## config.mk

```make
export PLATFORM = sky130hd
export DESIGN_NAME = t1cs_top
export DESIGN_NICKNAME = d
export VERILOG_FILES = /design/src/t1cs_sync.v /design/src/t1cs_top.v
export VERILOG_INCLUDE_DIRS = /design/src /design/src/src
export SDC_FILE = /design/constraint.sdc
export NUM_CORES = 1
export LEC_CHECK = 0
export BUFFER_PORTS_ARGS = -buffer_cell sky130_fd_sc_hd__buf_2
export CORE_MARGIN = 2
export CORE_UTILIZATION = 60
export CTS_CLUSTER_DIAMETER = 30
export CTS_CLUSTER_SIZE = 25
export DETAILED_ROUTE_END_ITERATION = 8
export GPL_TIMING_DRIVEN = 0
export PLACE_DENSITY = 0.8
export SLEW_MARGIN = 20
export SYNTH_ARGS = -nofsm -noshare
export SYNTH_HDL_FRONTEND = slang
export SYNTH_HIERARCHICAL = 1
export SYNTH_SLANG_ARGS = --single-unit
```

## constraint.sdc

```tcl
create_clock -name clk_sys -period 3.4 [get_ports clk_sys]
set_input_delay 0.17 -clock clk_sys [delete_from_list [all_inputs] [get_ports clk_sys]]
set_output_delay 0.17 -clock clk_sys [all_outputs]
set_load 0.05 [all_outputs]
```

## src/t1cs_defines.vh

```
`ifndef T1CS_DEFINES_VH
`define T1CS_DEFINES_VH

// register bus geometry
`define T1CS_AW 3
`define T1CS_DW 8

// register offsets (one byte each)
`define T1CS_A_CNT_LO 3'h0
`define T1CS_A_CNT_HI 3'h1
`define T1CS_A_CTRL   3'h2
`define T1CS_A_GATE   3'h3
`define T1CS_A_PORT   3'h4
`define T1CS_A_DIR    3'h5

// timer_control_reg fields
`define T1CS_SRC_HI   7
`define T1CS_SRC_LO   6
`define T1CS_PS_HI    5
`define T1CS_PS_LO    4
`define T1CS_OSCEN    3
`define T1CS_ASYNC    2
`define T1CS_WIDE     1
`define T1CS_RUN      0

// gate_control_reg fields
`define T1CS_GE       7

// clock_source_field encodings
`define T1CS_SRC_INSN 2'h0
`define T1CS_SRC_SYS  2'h1
`define T1CS_SRC_EXT  2'h2
`define T1CS_SRC_CAP  2'h3

// reset values
`define T1CS_CTRL_RST 8'h00
`define T1CS_GATE_RST 8'h00
`define T1CS_CNT_RST  16'h0000
`define T1CS_DIR_RST  2'h3
`define T1CS_PORT_RST 2'h0

// instruction clock is the system clock divided by four
`define T1CS_INSN_LAST 2'h3

// prescaler ratio masks for 1:1, 1:2, 1:4, 1:8
`define T1CS_PS_M1 3'h0
`define T1CS_PS_M2 3'h1
`define T1CS_PS_M4 3'h3
`define T1CS_PS_M8 3'h7

`endif

```

## src/t1cs_sync.v

```verilog
`timescale 1ns/1ns
// two-flop synchroniser for asynchronous pin levels
module t1cs_sync #(
  parameter WIDTH = 3
) (
  // clock and reset
  input  wire             clk_sys,
  input  wire             rst,
  // levels
  input  wire [WIDTH-1:0] async_in,
  output wire [WIDTH-1:0] sync_out
);

  reg [WIDTH-1:0] meta_reg;
  reg [WIDTH-1:0] stable_reg;

  // first stage feeds only the second stage
  always @(posedge clk_sys) begin
    if (rst) begin
      meta_reg   <= {WIDTH{1'b0}};
      stable_reg <= {WIDTH{1'b0}};
    end else begin
      meta_reg   <= async_in;
      stable_reg <= meta_reg;
    end
  end

  assign sync_out = stable_reg;

endmodule

```

## src/t1cs_top.v

```verilog
`timescale 1ns/1ns
// Notes on behaviour
// RQ1: incrementing counter, 8 or 16 bits wide, accessed as high and low bytes.
// RQ2: internal source makes a timer advancing once per instruction cycle.
// RQ3: external source advances the count on each selected edge of it.
// RQ4: counting needs both the run bit and the gate-enable bit set.
// RQ5: while enabled both oscillator pins are inputs and port reads give zero.
// RQ6: source 01 is system clock, 00 is instruction clock; oscillator bit ignored.
// RQ7: source 10 with oscillator bit clear counts the external clock pin.
// RQ8: source 10 with oscillator bit set counts the crystal oscillator circuit.
// RQ9: internal source rate is the system or instruction clock over the prescaler ratio.
// RQ10: external counting uses rising edges of pin or capacitive oscillator.
// RQ11: software picks synchronised or asynchronous external counting.
// RQ12: counter mode needs a falling edge before the first counted rising edge; here any low level arms it, even one already present at enable.
// RQ13: all-ones wraps to zero on the next increment and keeps counting.
`include "t1cs_defines.vh"

module t1cs_top (
  // clock and reset
  input  wire                 clk_sys,
  input  wire                 rst,
  // register port
  input  wire [`T1CS_AW-1:0]  reg_addr,
  input  wire [`T1CS_DW-1:0]  reg_wdata,
  input  wire                 reg_wr,
  input  wire                 reg_rd,
  output reg  [`T1CS_DW-1:0]  reg_rdata,
  // pin 0: ext_clock_input and crystal_out_pin
  input  wire                 pin0_i,
  output reg                  pin0_o,
  output reg                  pin0_oe_n,
  // pin 1: crystal_in_pin
  input  wire                 pin1_i,
  output reg                  pin1_o,
  output reg                  pin1_oe_n,
  // capacitive sensing oscillator
  input  wire                 cap_osc_in,
  // status
  output reg                  timer_active
);

  // software state
  reg  [7:0]  timer_control_reg;
  reg  [7:0]  gate_control_reg;
  reg  [1:0]  port_direction_bits_reg;
  reg  [1:0]  port_latch_reg;
  reg  [15:0] count_reg;
  reg  [15:0] count_next;
  reg  [7:0]  hi_wbuf_reg;
  reg  [7:0]  hi_rbuf_reg;

  // timing state
  reg  [1:0]  insn_div_reg;
  reg  [2:0]  pre_cnt_reg;
  reg  [2:0]  pre_cnt_next;
  reg         src_prev_reg;
  reg         armed_reg;
  reg         armed_next;
  reg         pend_reg;
  reg         pend_next;

  // combinational helpers
  wire [2:0]  pins_sync;
  wire        clk_pin_s;
  wire        xtal_in_s;
  wire        cap_s;
  wire [1:0]  src_sel;
  wire        osc_en;
  wire        async_en;
  wire        wide;
  wire        tmr_on;
  wire        ext_mode;
  wire        insn_tick;
  reg         src_lvl;
  reg  [2:0]  ps_mask;
  reg         raw_event;
  wire        ext_rise;
  wire        pre_tick;
  wire        wr_lo;
  wire        wr_hi;
  wire        cnt_write;
  reg  [7:0]  rd_mux;
  wire        pre_match;
  wire        cnt_clear;
  wire [1:0]  port_rd_val;

  // field decode of the control registers
  assign src_sel  = timer_control_reg[`T1CS_SRC_HI:`T1CS_SRC_LO];
  assign osc_en   = timer_control_reg[`T1CS_OSCEN];
  assign async_en = timer_control_reg[`T1CS_ASYNC];
  assign wide     = timer_control_reg[`T1CS_WIDE];
  assign ext_mode = src_sel[1];

  // both bits must be set before anything counts
  assign tmr_on = timer_control_reg[`T1CS_RUN] & gate_control_reg[`T1CS_GE]; // see RQ4

  // register write decode
  assign wr_lo     = reg_wr & (reg_addr == `T1CS_A_CNT_LO);
  assign wr_hi     = reg_wr & (reg_addr == `T1CS_A_CNT_HI);
  assign cnt_write = wr_lo | wr_hi; // either byte restarts edge detection

  // disable or a count write starts edge detection and prescaling afresh
  assign cnt_clear = ~tmr_on | cnt_write; // see RQ12

  // pins and capacitive oscillator come from outside the clock domain
  t1cs_sync #(
    .WIDTH (3)
  ) u_sync (
    .clk_sys  (clk_sys),
    .rst      (rst),
    .async_in ({cap_osc_in, pin1_i, pin0_i}),
    .sync_out (pins_sync)
  );

  assign clk_pin_s = pins_sync[0];
  assign xtal_in_s = pins_sync[1];
  assign cap_s     = pins_sync[2];

  // instruction clock enable: one pulse in every four system cycles
  assign insn_tick = (insn_div_reg == `T1CS_INSN_LAST); // see RQ6

  always @(posedge clk_sys) begin
    if (rst) begin
      insn_div_reg <= 2'h0;
    end else begin
      insn_div_reg <= insn_div_reg + 2'h1;
    end
  end

  // external level select; oscillator bit matters only for source 10
  always @* begin
    case (src_sel)
      `T1CS_SRC_EXT: src_lvl = osc_en ? xtal_in_s : clk_pin_s; // see RQ7 see RQ8
      `T1CS_SRC_CAP: src_lvl = cap_s; // see RQ10
      default:       src_lvl = 1'b0;
    endcase
  end

  // rising edge, honoured only once a low level has been seen
  assign ext_rise = ext_mode & src_lvl & ~src_prev_reg & armed_reg; // see RQ10 see RQ12

  // arming: dropped by reset, count writes or disable; set by a low input
  always @* begin
    armed_next = armed_reg;
    if (cnt_clear) begin
      armed_next = 1'b0; // see RQ12
    end else if (~src_lvl) begin
      armed_next = 1'b1; // see RQ12
    end
  end

  // synchronised mode holds an edge until the next instruction boundary
  always @* begin
    pend_next = pend_reg;
    if (cnt_clear | async_en) begin
      pend_next = 1'b0;
    end else if (insn_tick) begin
      pend_next = 1'b0;
    end else if (ext_rise) begin
      pend_next = 1'b1;
    end
  end

  // count events before the prescaler
  always @* begin
    case (src_sel)
      `T1CS_SRC_SYS:  raw_event = 1'b1; // see RQ6
      `T1CS_SRC_INSN: raw_event = insn_tick; // see RQ2
      default: begin
        if (async_en) begin
          raw_event = ext_rise; // see RQ11
        end else begin
          raw_event = insn_tick & (pend_reg | ext_rise); // see RQ11
        end
      end
    endcase
  end

  // prescaler ratio decode
  always @* begin
    case (timer_control_reg[`T1CS_PS_HI:`T1CS_PS_LO])
      2'h0:    ps_mask = `T1CS_PS_M1;
      2'h1:    ps_mask = `T1CS_PS_M2;
      2'h2:    ps_mask = `T1CS_PS_M4;
      default: ps_mask = `T1CS_PS_M8;
    endcase
  end

  // the counter moves once per full prescaler period
  assign pre_match = (pre_cnt_reg & ps_mask) == ps_mask; // stale phase ends early, no wrap
  assign pre_tick  = tmr_on & raw_event & pre_match; // see RQ9 see RQ3

  always @* begin
    pre_cnt_next = pre_cnt_reg;
    if (cnt_clear) begin
      pre_cnt_next = 3'h0; // a write also restarts the prescaler
    end else if (raw_event) begin
      if (pre_match) begin
        pre_cnt_next = 3'h0;
      end else begin
        pre_cnt_next = pre_cnt_reg + 3'h1;
      end
    end
  end

  // count value: a software write beats an increment in the same cycle
  always @* begin
    count_next = count_reg;
    if (wr_lo) begin
      count_next[7:0] = reg_wdata;
      if (wide) begin
        count_next[15:8] = hi_wbuf_reg; // see RQ1
      end
    end else if (wr_hi & ~wide) begin
      count_next[15:8] = reg_wdata; // see RQ1
    end else if (pre_tick) begin
      if (wide) begin
        count_next = count_reg + 16'h0001; // see RQ13
      end else begin
        count_next[7:0] = count_reg[7:0] + 8'h01; // see RQ1 see RQ13
      end
    end
  end

  // count value register
  always @(posedge clk_sys) begin
    if (rst) begin
      count_reg <= `T1CS_CNT_RST;
    end else begin
      count_reg <= count_next;
    end
  end

  // prescaler phase restarts from zero on reset
  always @(posedge clk_sys) begin
    if (rst) begin
      pre_cnt_reg <= 3'h0;
    end else begin
      pre_cnt_reg <= pre_cnt_next;
    end
  end

  // edge history, arming and the held synchronised edge
  always @(posedge clk_sys) begin
    if (rst) begin
      src_prev_reg <= 1'b0; // matches an idle-low pin, so no false edge
      armed_reg    <= 1'b0;
      pend_reg     <= 1'b0;
    end else begin
      src_prev_reg <= src_lvl;
      armed_reg    <= armed_next;
      pend_reg     <= pend_next;
    end
  end

  // control and port registers
  always @(posedge clk_sys) begin
    if (rst) begin
      timer_control_reg       <= `T1CS_CTRL_RST;
      gate_control_reg        <= `T1CS_GATE_RST;
      port_direction_bits_reg <= `T1CS_DIR_RST;
      port_latch_reg          <= `T1CS_PORT_RST;
      hi_wbuf_reg             <= 8'h00;
    end else if (reg_wr) begin
      case (reg_addr)
        `T1CS_A_CTRL: timer_control_reg       <= reg_wdata;
        `T1CS_A_GATE: gate_control_reg        <= reg_wdata;
        `T1CS_A_PORT: port_latch_reg          <= reg_wdata[1:0];
        `T1CS_A_DIR:  port_direction_bits_reg <= reg_wdata[1:0];
        `T1CS_A_CNT_HI: begin
          if (wide) begin
            hi_wbuf_reg <= reg_wdata; // high byte waits for the low write
          end
        end
        default: begin
        end
      endcase
    end
  end

  // an enabled timer owns both pins, so port reads see zero
  assign port_rd_val = tmr_on ? 2'h0 : {xtal_in_s, clk_pin_s}; // see RQ5

  // read mux; wide mode returns the high byte frozen at the low read
  always @* begin
    case (reg_addr)
      `T1CS_A_CNT_LO: rd_mux = count_reg[7:0];
      `T1CS_A_CNT_HI: rd_mux = wide ? hi_rbuf_reg : count_reg[15:8]; // see RQ1
      `T1CS_A_CTRL:   rd_mux = timer_control_reg;
      `T1CS_A_GATE:   rd_mux = gate_control_reg;
      `T1CS_A_PORT:   rd_mux = {6'h00, port_rd_val}; // see RQ5
      `T1CS_A_DIR:    rd_mux = {6'h00, port_direction_bits_reg};
      default:        rd_mux = 8'h00;
    endcase
  end

  // read data stand one cycle after the strobe, zero otherwise
  always @(posedge clk_sys) begin
    if (rst) begin
      reg_rdata <= 8'h00;
    end else begin
      reg_rdata <= reg_rd ? rd_mux : 8'h00;
    end
  end

  // high byte snapshot taken by every low-byte read
  always @(posedge clk_sys) begin
    if (rst) begin
      hi_rbuf_reg <= 8'h00;
    end else if (reg_rd & (reg_addr == `T1CS_A_CNT_LO)) begin
      hi_rbuf_reg <= count_reg[15:8]; // avoids a torn 16-bit read
    end
  end

  // status follows the enable one cycle late, like the pin enables
  always @(posedge clk_sys) begin
    if (rst) begin
      timer_active <= 1'b0;
    end else begin
      timer_active <= tmr_on;
    end
  end

  // pin 0: an enabled timer makes it an input whatever the direction bit says
  always @(posedge clk_sys) begin
    if (rst) begin
      pin0_o    <= 1'b0;
      pin0_oe_n <= 1'b1;
    end else begin
      pin0_o    <= port_latch_reg[0];
      pin0_oe_n <= tmr_on | port_direction_bits_reg[0]; // see RQ5
    end
  end

  // pin 1: same override; the crystal amplifier is an analog cell outside this block
  always @(posedge clk_sys) begin
    if (rst) begin
      pin1_o    <= 1'b0;
      pin1_oe_n <= 1'b1;
    end else begin
      pin1_o    <= port_latch_reg[1];
      pin1_oe_n <= tmr_on | port_direction_bits_reg[1]; // see RQ5
    end
  end

endmodule
```

# Word-level counts from Yosys, hierarchy flattened
# Index checks and enable logic that the tools add are counted.
dict set report word_totals {
  ff_bits 79
  inputBits 18
  output_inout_bits 13
  word_cells 93
}
dict set report classes {
  addsub 4
  eq_ne 15
  n_mux 16
  n_bitwise 22
  n_reduce_logical 15
}
# operator n
set op_table {}
lappend op_table {{$mux 8} 6}
lappend op_table {{$pmux 8 s6} 1}
lappend op_table {{$mux 16} 2}
lappend op_table {{$add 16x1->16 const B} 1}
lappend op_table {{$and 1x1->1} 11}
lappend op_table {{$reduce_and 2->1} 5}
lappend op_table {{$pmux 3 s3} 1}
lappend op_table {{$add 8x1->8 const B} 1}
lappend op_table {{$eq 2x2->1 const B} 4}
lappend op_table {{$eq 3x2->1 const B} 2}
lappend op_table {{$eq 3x3->1 const B} 2}
lappend op_table {{$or 1x1->1} 6}
lappend op_table {{$reduce_and 3->1} 2}
lappend op_table {{$eq 2x1->1 const B} 2}
lappend op_table {{$logic_not 2->1} 2}
lappend op_table {{$ne 2x2->1 const B} 2}
lappend op_table {{$not 1->1} 4}
lappend op_table {{$pmux 1 s2} 2}
lappend op_table {{$reduce_or 2->1} 2}
lappend op_table {{$add 3x1->3 const B} 1}
lappend op_table {{$and 3x3->3} 1}
lappend op_table {{$eq 3x1->1 const B} 1}
lappend op_table {{$eq 3x3->1} 1}
lappend op_table {{$logic_not 3->1} 1}
lappend op_table {{other kinds (8)} 9}

# Longest topological paths before layout
dict set report depth {
  depth_word 14
  ltp_mapped 8
  depth_no_buf 7
}

# By module
# The synthesis kept the hierarchy.
# module n_inst cells_per_inst area_each_um2 seq_area_each_um2
set by_module_without_submodules {}
lappend by_module_without_submodules {t1cs_top 1 399 3482.1 1461.4}
lappend by_module_without_submodules {t1cs_sync 1 12 157.7 120.1}

# Worst setup path after synthesis
# Ideal clock, no wire load.
dict set report synth_timing {
  kind {register to register}
  from {register timer_control_reg[3]}
  to {register count_reg[9]}
  setup_time_ns 0.119
  arrival_time_ns 1.646
  required_time_ns 3.281
  path_slack_ns 1.635
  path_stages_with_launch 8
  n_path_buf 1
  synth_period_minus_slack_ns 1.765
  path_cell_list {dfxtp_1 > mux2_2 > o211ai_2 > o221ai_2 > nand4_2 > and2_1 > buf_2 > o221a_2}
}
dict set report synth_via {
  elab_chain_len 13
  word_cells_on_any_way 14
  cone_classes {eq/ne (1); mux (4); bitwise (7); reduce/logical (2)}
}
# element line
set synth_rtl {}
lappend synth_rtl {{from (decl)} t1cs_top.v:43} ;# reg [7:0] timer_control_reg;
lappend synth_rtl {{from (signal assigned)} t1cs_top.v:259} ;# timer_control_reg <= `T1CS_CTRL_RST;
lappend synth_rtl {{from (signal assigned)} t1cs_top.v:266} ;# `T1CS_A_CTRL: timer_control_reg <= reg_wdata;
lappend synth_rtl {{$mux 1 (*)} t1cs_top.v:133} ;# `T1CS_SRC_EXT: src_lvl = osc_en ? xtal_in_s : clk_pin_s;
lappend synth_rtl {{$pmux 1 s2 (*)} t1cs_top.v:132} ;# case (src_sel)
lappend synth_rtl {{$and 1x1->1 (*) (3 in a row)} t1cs_top.v:140} ;# assign ext_rise = ext_mode & src_lvl & ~src_prev_reg & armed_reg;
lappend synth_rtl {{$or 1x1->1} t1cs_top.v:173} ;# raw_event = insn_tick & (pend_reg | ext_rise);
lappend synth_rtl {{$and 1x1->1} t1cs_top.v:173}
lappend synth_rtl {{$mux 1 (*)} t1cs_top.v:170} ;# if (async_en) begin
lappend synth_rtl {{$pmux 1 s2 (*)} t1cs_top.v:166} ;# case (src_sel)
lappend synth_rtl {{$and 1x1->1 (*) (2 in a row)} t1cs_top.v:191} ;# assign pre_tick = tmr_on & raw_event & pre_match;
lappend synth_rtl {{$ne 3x2->1 (no line) or $reduce_bool 3->1 (tied branches)} --}
lappend synth_rtl {{$reduce_and 3->1 (no line) (*)} --}
lappend synth_rtl {{to (signal assigned)} t1cs_top.v:228} ;# count_reg <= `T1CS_CNT_RST;
lappend synth_rtl {{to (signal assigned)} t1cs_top.v:230} ;# count_reg <= count_next;
lappend synth_rtl {{to (decl)} t1cs_top.v:47} ;# reg [15:0] count_reg;
# Mark *: on every way between the ends. The rest lies on a longest branch, timed or not.
# A chain may end at the register's enable or synchronous reset.

# Worst setup path in the final report
dict set report layout_timing {
  from {register count_reg[2]}
  to {register count_reg[13]}
}
dict set report layout_via {
  elab_chain_len 5
}
# element line
set layout_rtl {}
lappend layout_rtl {{$add 16x1->16} t1cs_top.v:218} ;# count_next = count_reg + 16'h0001;
lappend layout_rtl {{$mux 8} t1cs_top.v:217} ;# if (wide) begin
lappend layout_rtl {{$mux 16} t1cs_top.v:216} ;# end else if (pre_tick) begin
lappend layout_rtl {{$mux 8} t1cs_top.v:214} ;# end else if (wr_hi & ~wide) begin
lappend layout_rtl {{$mux 16} t1cs_top.v:209} ;# if (wr_lo) begin
# Every way passes these cells. The select of a mux whose other input is x is not followed.

==> run_results.csv <==
group,metric,value,unit
synth,yosys_most_used_dff,"dfxtp_1",
synth,synth-seq-area-share,43.45,%
sta,rsz0062_at_grt,"no",
cts,path_clk_slew,0.08,ns
power_and_ir_drop,switching_share,22.30,%
sta,setup_viol_count_final,0,
critical_path,crit_path_start_kind,"register",
sta,maxSlewViolCount,0,
global_route,grt_pass1_wl,15.17,mm
sta,fmax,0.4451,GHz
floorplan,die_h,81.89,µm
layout,diodes,0,
sta,layout_setup_ws,1.153,ns
layout,final_core_util,70.32,%
layout,largest_reg_flops,16,
floorplan,core,5886,µm²
layout,syn2layout_area_growth,13.72,%
place,place_hpwl,6.824,mm
power_and_ir_drop,total_power,1.993,mW
global_route,first_global_vias,2886,
cts,hold_buffers,0,
detailed_routing,vias_per_cell,6.258,
critical_path,endpoint_kind,"register",
synth,synth_cells,411,
sta,period_minus_slack,2.247,ns
power_and_ir_drop,p_clk_share,45.2,%
detailed_routing,wl_per_cell,18.34,µm
power_and_ir_drop,p_comb_share,6.9,%
cts,cts_setup_buffers,0,
critical_path,critical_path_arrival,2.50,ns
sta,finalSetupTns,0,ns
global_route,grt_max_degree,14,
cts,htreeDepth,3,
layout,nets,472,
synth,synth_cell_types,54,
job,cap_violations,0,
critical_path,crit_type,"register to register",
power_and_ir_drop,netSwitchingPower,0.4446,mW
sta,hold_ws,0.02911,ns
detailed_routing,vias,3323,
floorplan,die_x,81.89,µm
layout,fin_area,4139,µm²
floorplan,rows,28,
detailed_routing,drcViolationCount,0,
detailed_routing,routed_wirelength,9.741,mm
power_and_ir_drop,intPower,1.549,mW
run_status,status,"finished, final reports clean",
synth,synth_edf_count,0,
worst_hold_path,hold_class,"input pin to register",
place,gp_congestion,0.9328,
floorplan,dieArea,6705,µm²
layout,final_cell_mix,"79 x dfxtp_1, 75 x nand2_1, 40 x a21oi_1",
place,portBuffers,29,
layout,instances_no_fill,531,
synth,avgSynthCellArea,8.856,µm²
place,place_area,3879,µm²
power_and_ir_drop,p_seq_share,47.9,%
synth,synthArstFlopShare,0,%
sta,worst_pin_slew,0.7550,ns
synth,synth_nets,432,
cts,clock_path_buffers,2,
global_route,antenna_found_initial,0,
critical_path,worstPathRequired,3.65,ns
sta,min_period_over_period,66.09,%
cts,cts_buffers,9,
critical_path,crit_fanout,5,
cts,cts_sinks,79,
layout,layout_commonest_cell,"dfxtp_1",
place,place_inst,515,
sta,slew_headroom,49.54,%
detailed_routing,ant_nets,0,
cts,cts_tree,"done",
floorplan,ios,31,
floorplan,start_util,61.84,%
place,pre_cts_slack,1.279,ns
power_and_ir_drop,p_per_area,481.6,nW/µm²
detailed_routing,dr.pass1.iters,5,
power_and_ir_drop,peakVddDrop,0.3787,mV
synth,yosysWarnings,6,
power_and_ir_drop,p_leak,1.560,nW
cts,cts_resized,0,
cts,clk_latency,0.35,ns
layout,nFillCells,455,
sta,clock_skew,0.008556,ns
layout,drive_gt1_share,16.23,%
global_route,overflow,0,
cts,ctsRootBufferMaster,"clkbuf_8",
sta,hold_violations,0,
detailed_routing,drtIter0Drc,375,
synth,ys_ff_latch,79,
global_route,grt_usage,30.70,%
synth,syn-cell-area,3640,µm²
-- power by group through the flow --
stage	clock network, mW	logic [mW]	registers, mW
floorplan	0	0.0808	0.976
global placement	0	0.130	0.975
detailed placement	0	0.132	0.976
CTS	0.906	0.133	0.954
global route	0.946	0.146	0.956
finish	0.902	0.137	0.955
-- metal layers --
layer  vias up  wire length (µm)  track usage [%]
met4         0               218            10.83
met1      1553              4223            45.24
met3        27               944            4.286
met5         -                 0                0
li1       1545                 -                -
met2       198              4354            45.77
-- critical path, stage by stage (launching register included) --
cell and delay (ns):
dfxtp_1 0.46, and4_1 0.32, nor3b_1 0.63, nand2_1 0.17, nor3b_1 0.24, a221oi_1 0.09
o32ai_1 0.25
-- cell usage after synthesis (2+ instances only) --
master    instances  area, µm²
nand2b_1          5      31.28
ha_1              3      37.54
and2_1            3      18.77
or3_1             3      18.77
a21oi_1          40      200.2
o221a_2           2      22.52
mux2_2            7      78.83
clkbuf_1         12      45.04
a211oi_1          7      52.55
o32ai_1           5      43.79
buf_1             3      11.26
and3_1            6      37.54
mux4_2            6      135.1
a31oi_1           4      25.02
nor3b_1           4      30.03
dfxtp_1          79       1582
nor2_1           32      120.1
nand4_1           5      31.28
nor3_1            4      20.02
a22oi_1           2      15.01
o21ai_0           5      25.02
buf_2             4      20.02
o22ai_1           2      12.51
nor2b_1          25      156.4
mux2i_1          14      140.1
inv_1             2      7.510
nand3b_1          5      37.54
nand3_1          12      60.06
a221oi_1          5      43.79
xor2_1            7      61.31
nand2_1          75      281.5
-- path summary, 6_finish.rpt --
check,startpoint,end,slack [ns],cells past startpoint
worst max-delay path,count_reg[2],count_reg[13],1.15,6
worst max register to register,count_reg[2],count_reg[13],1.15,6
worst min register to register,insn_div_reg[0],insn_div_reg[0],0.44,1
worst min-delay path,cap_osc_in,u_sync/meta_reg[2],0.03,2
-- cell families (layout without fill, tap and decap cells) --
logic type | count (synthesis) | count (layout) | share of synthesized area [%]
and+or+nand+nor | 187 | 187 | 25.82
xor gates and xnor gates | 7 | 7 | 1.684
AOI/OAI and AO/OA | 85 | 85 | 15.47
buffers and inverters | 23 | 68 | 2.819
muxes | 27 | 27 | 9.728
adders and majority gates | 3 | 3 | 1.031
DFF | 79 | 79 | 43.45
-- area by class of cell --
cell class / instances / area, µm² / share of cell area, %
buffer: 21 / 95.09 / 2.297
clock buffer: 10 / 127.6 / 3.083
clock inverter: 6 / 132.6 / 3.204
inverter: 2 / 7.507 / 0.1814
multi-input combinational: 309 / 1956 / 47.25
sequential: 79 / 1582 / 38.21
tap: 75 / 93.84 / 2.267
timing repair buffer: 29 / 145.1 / 3.507
No activity file was read; power rests on OpenSTA's default activity.
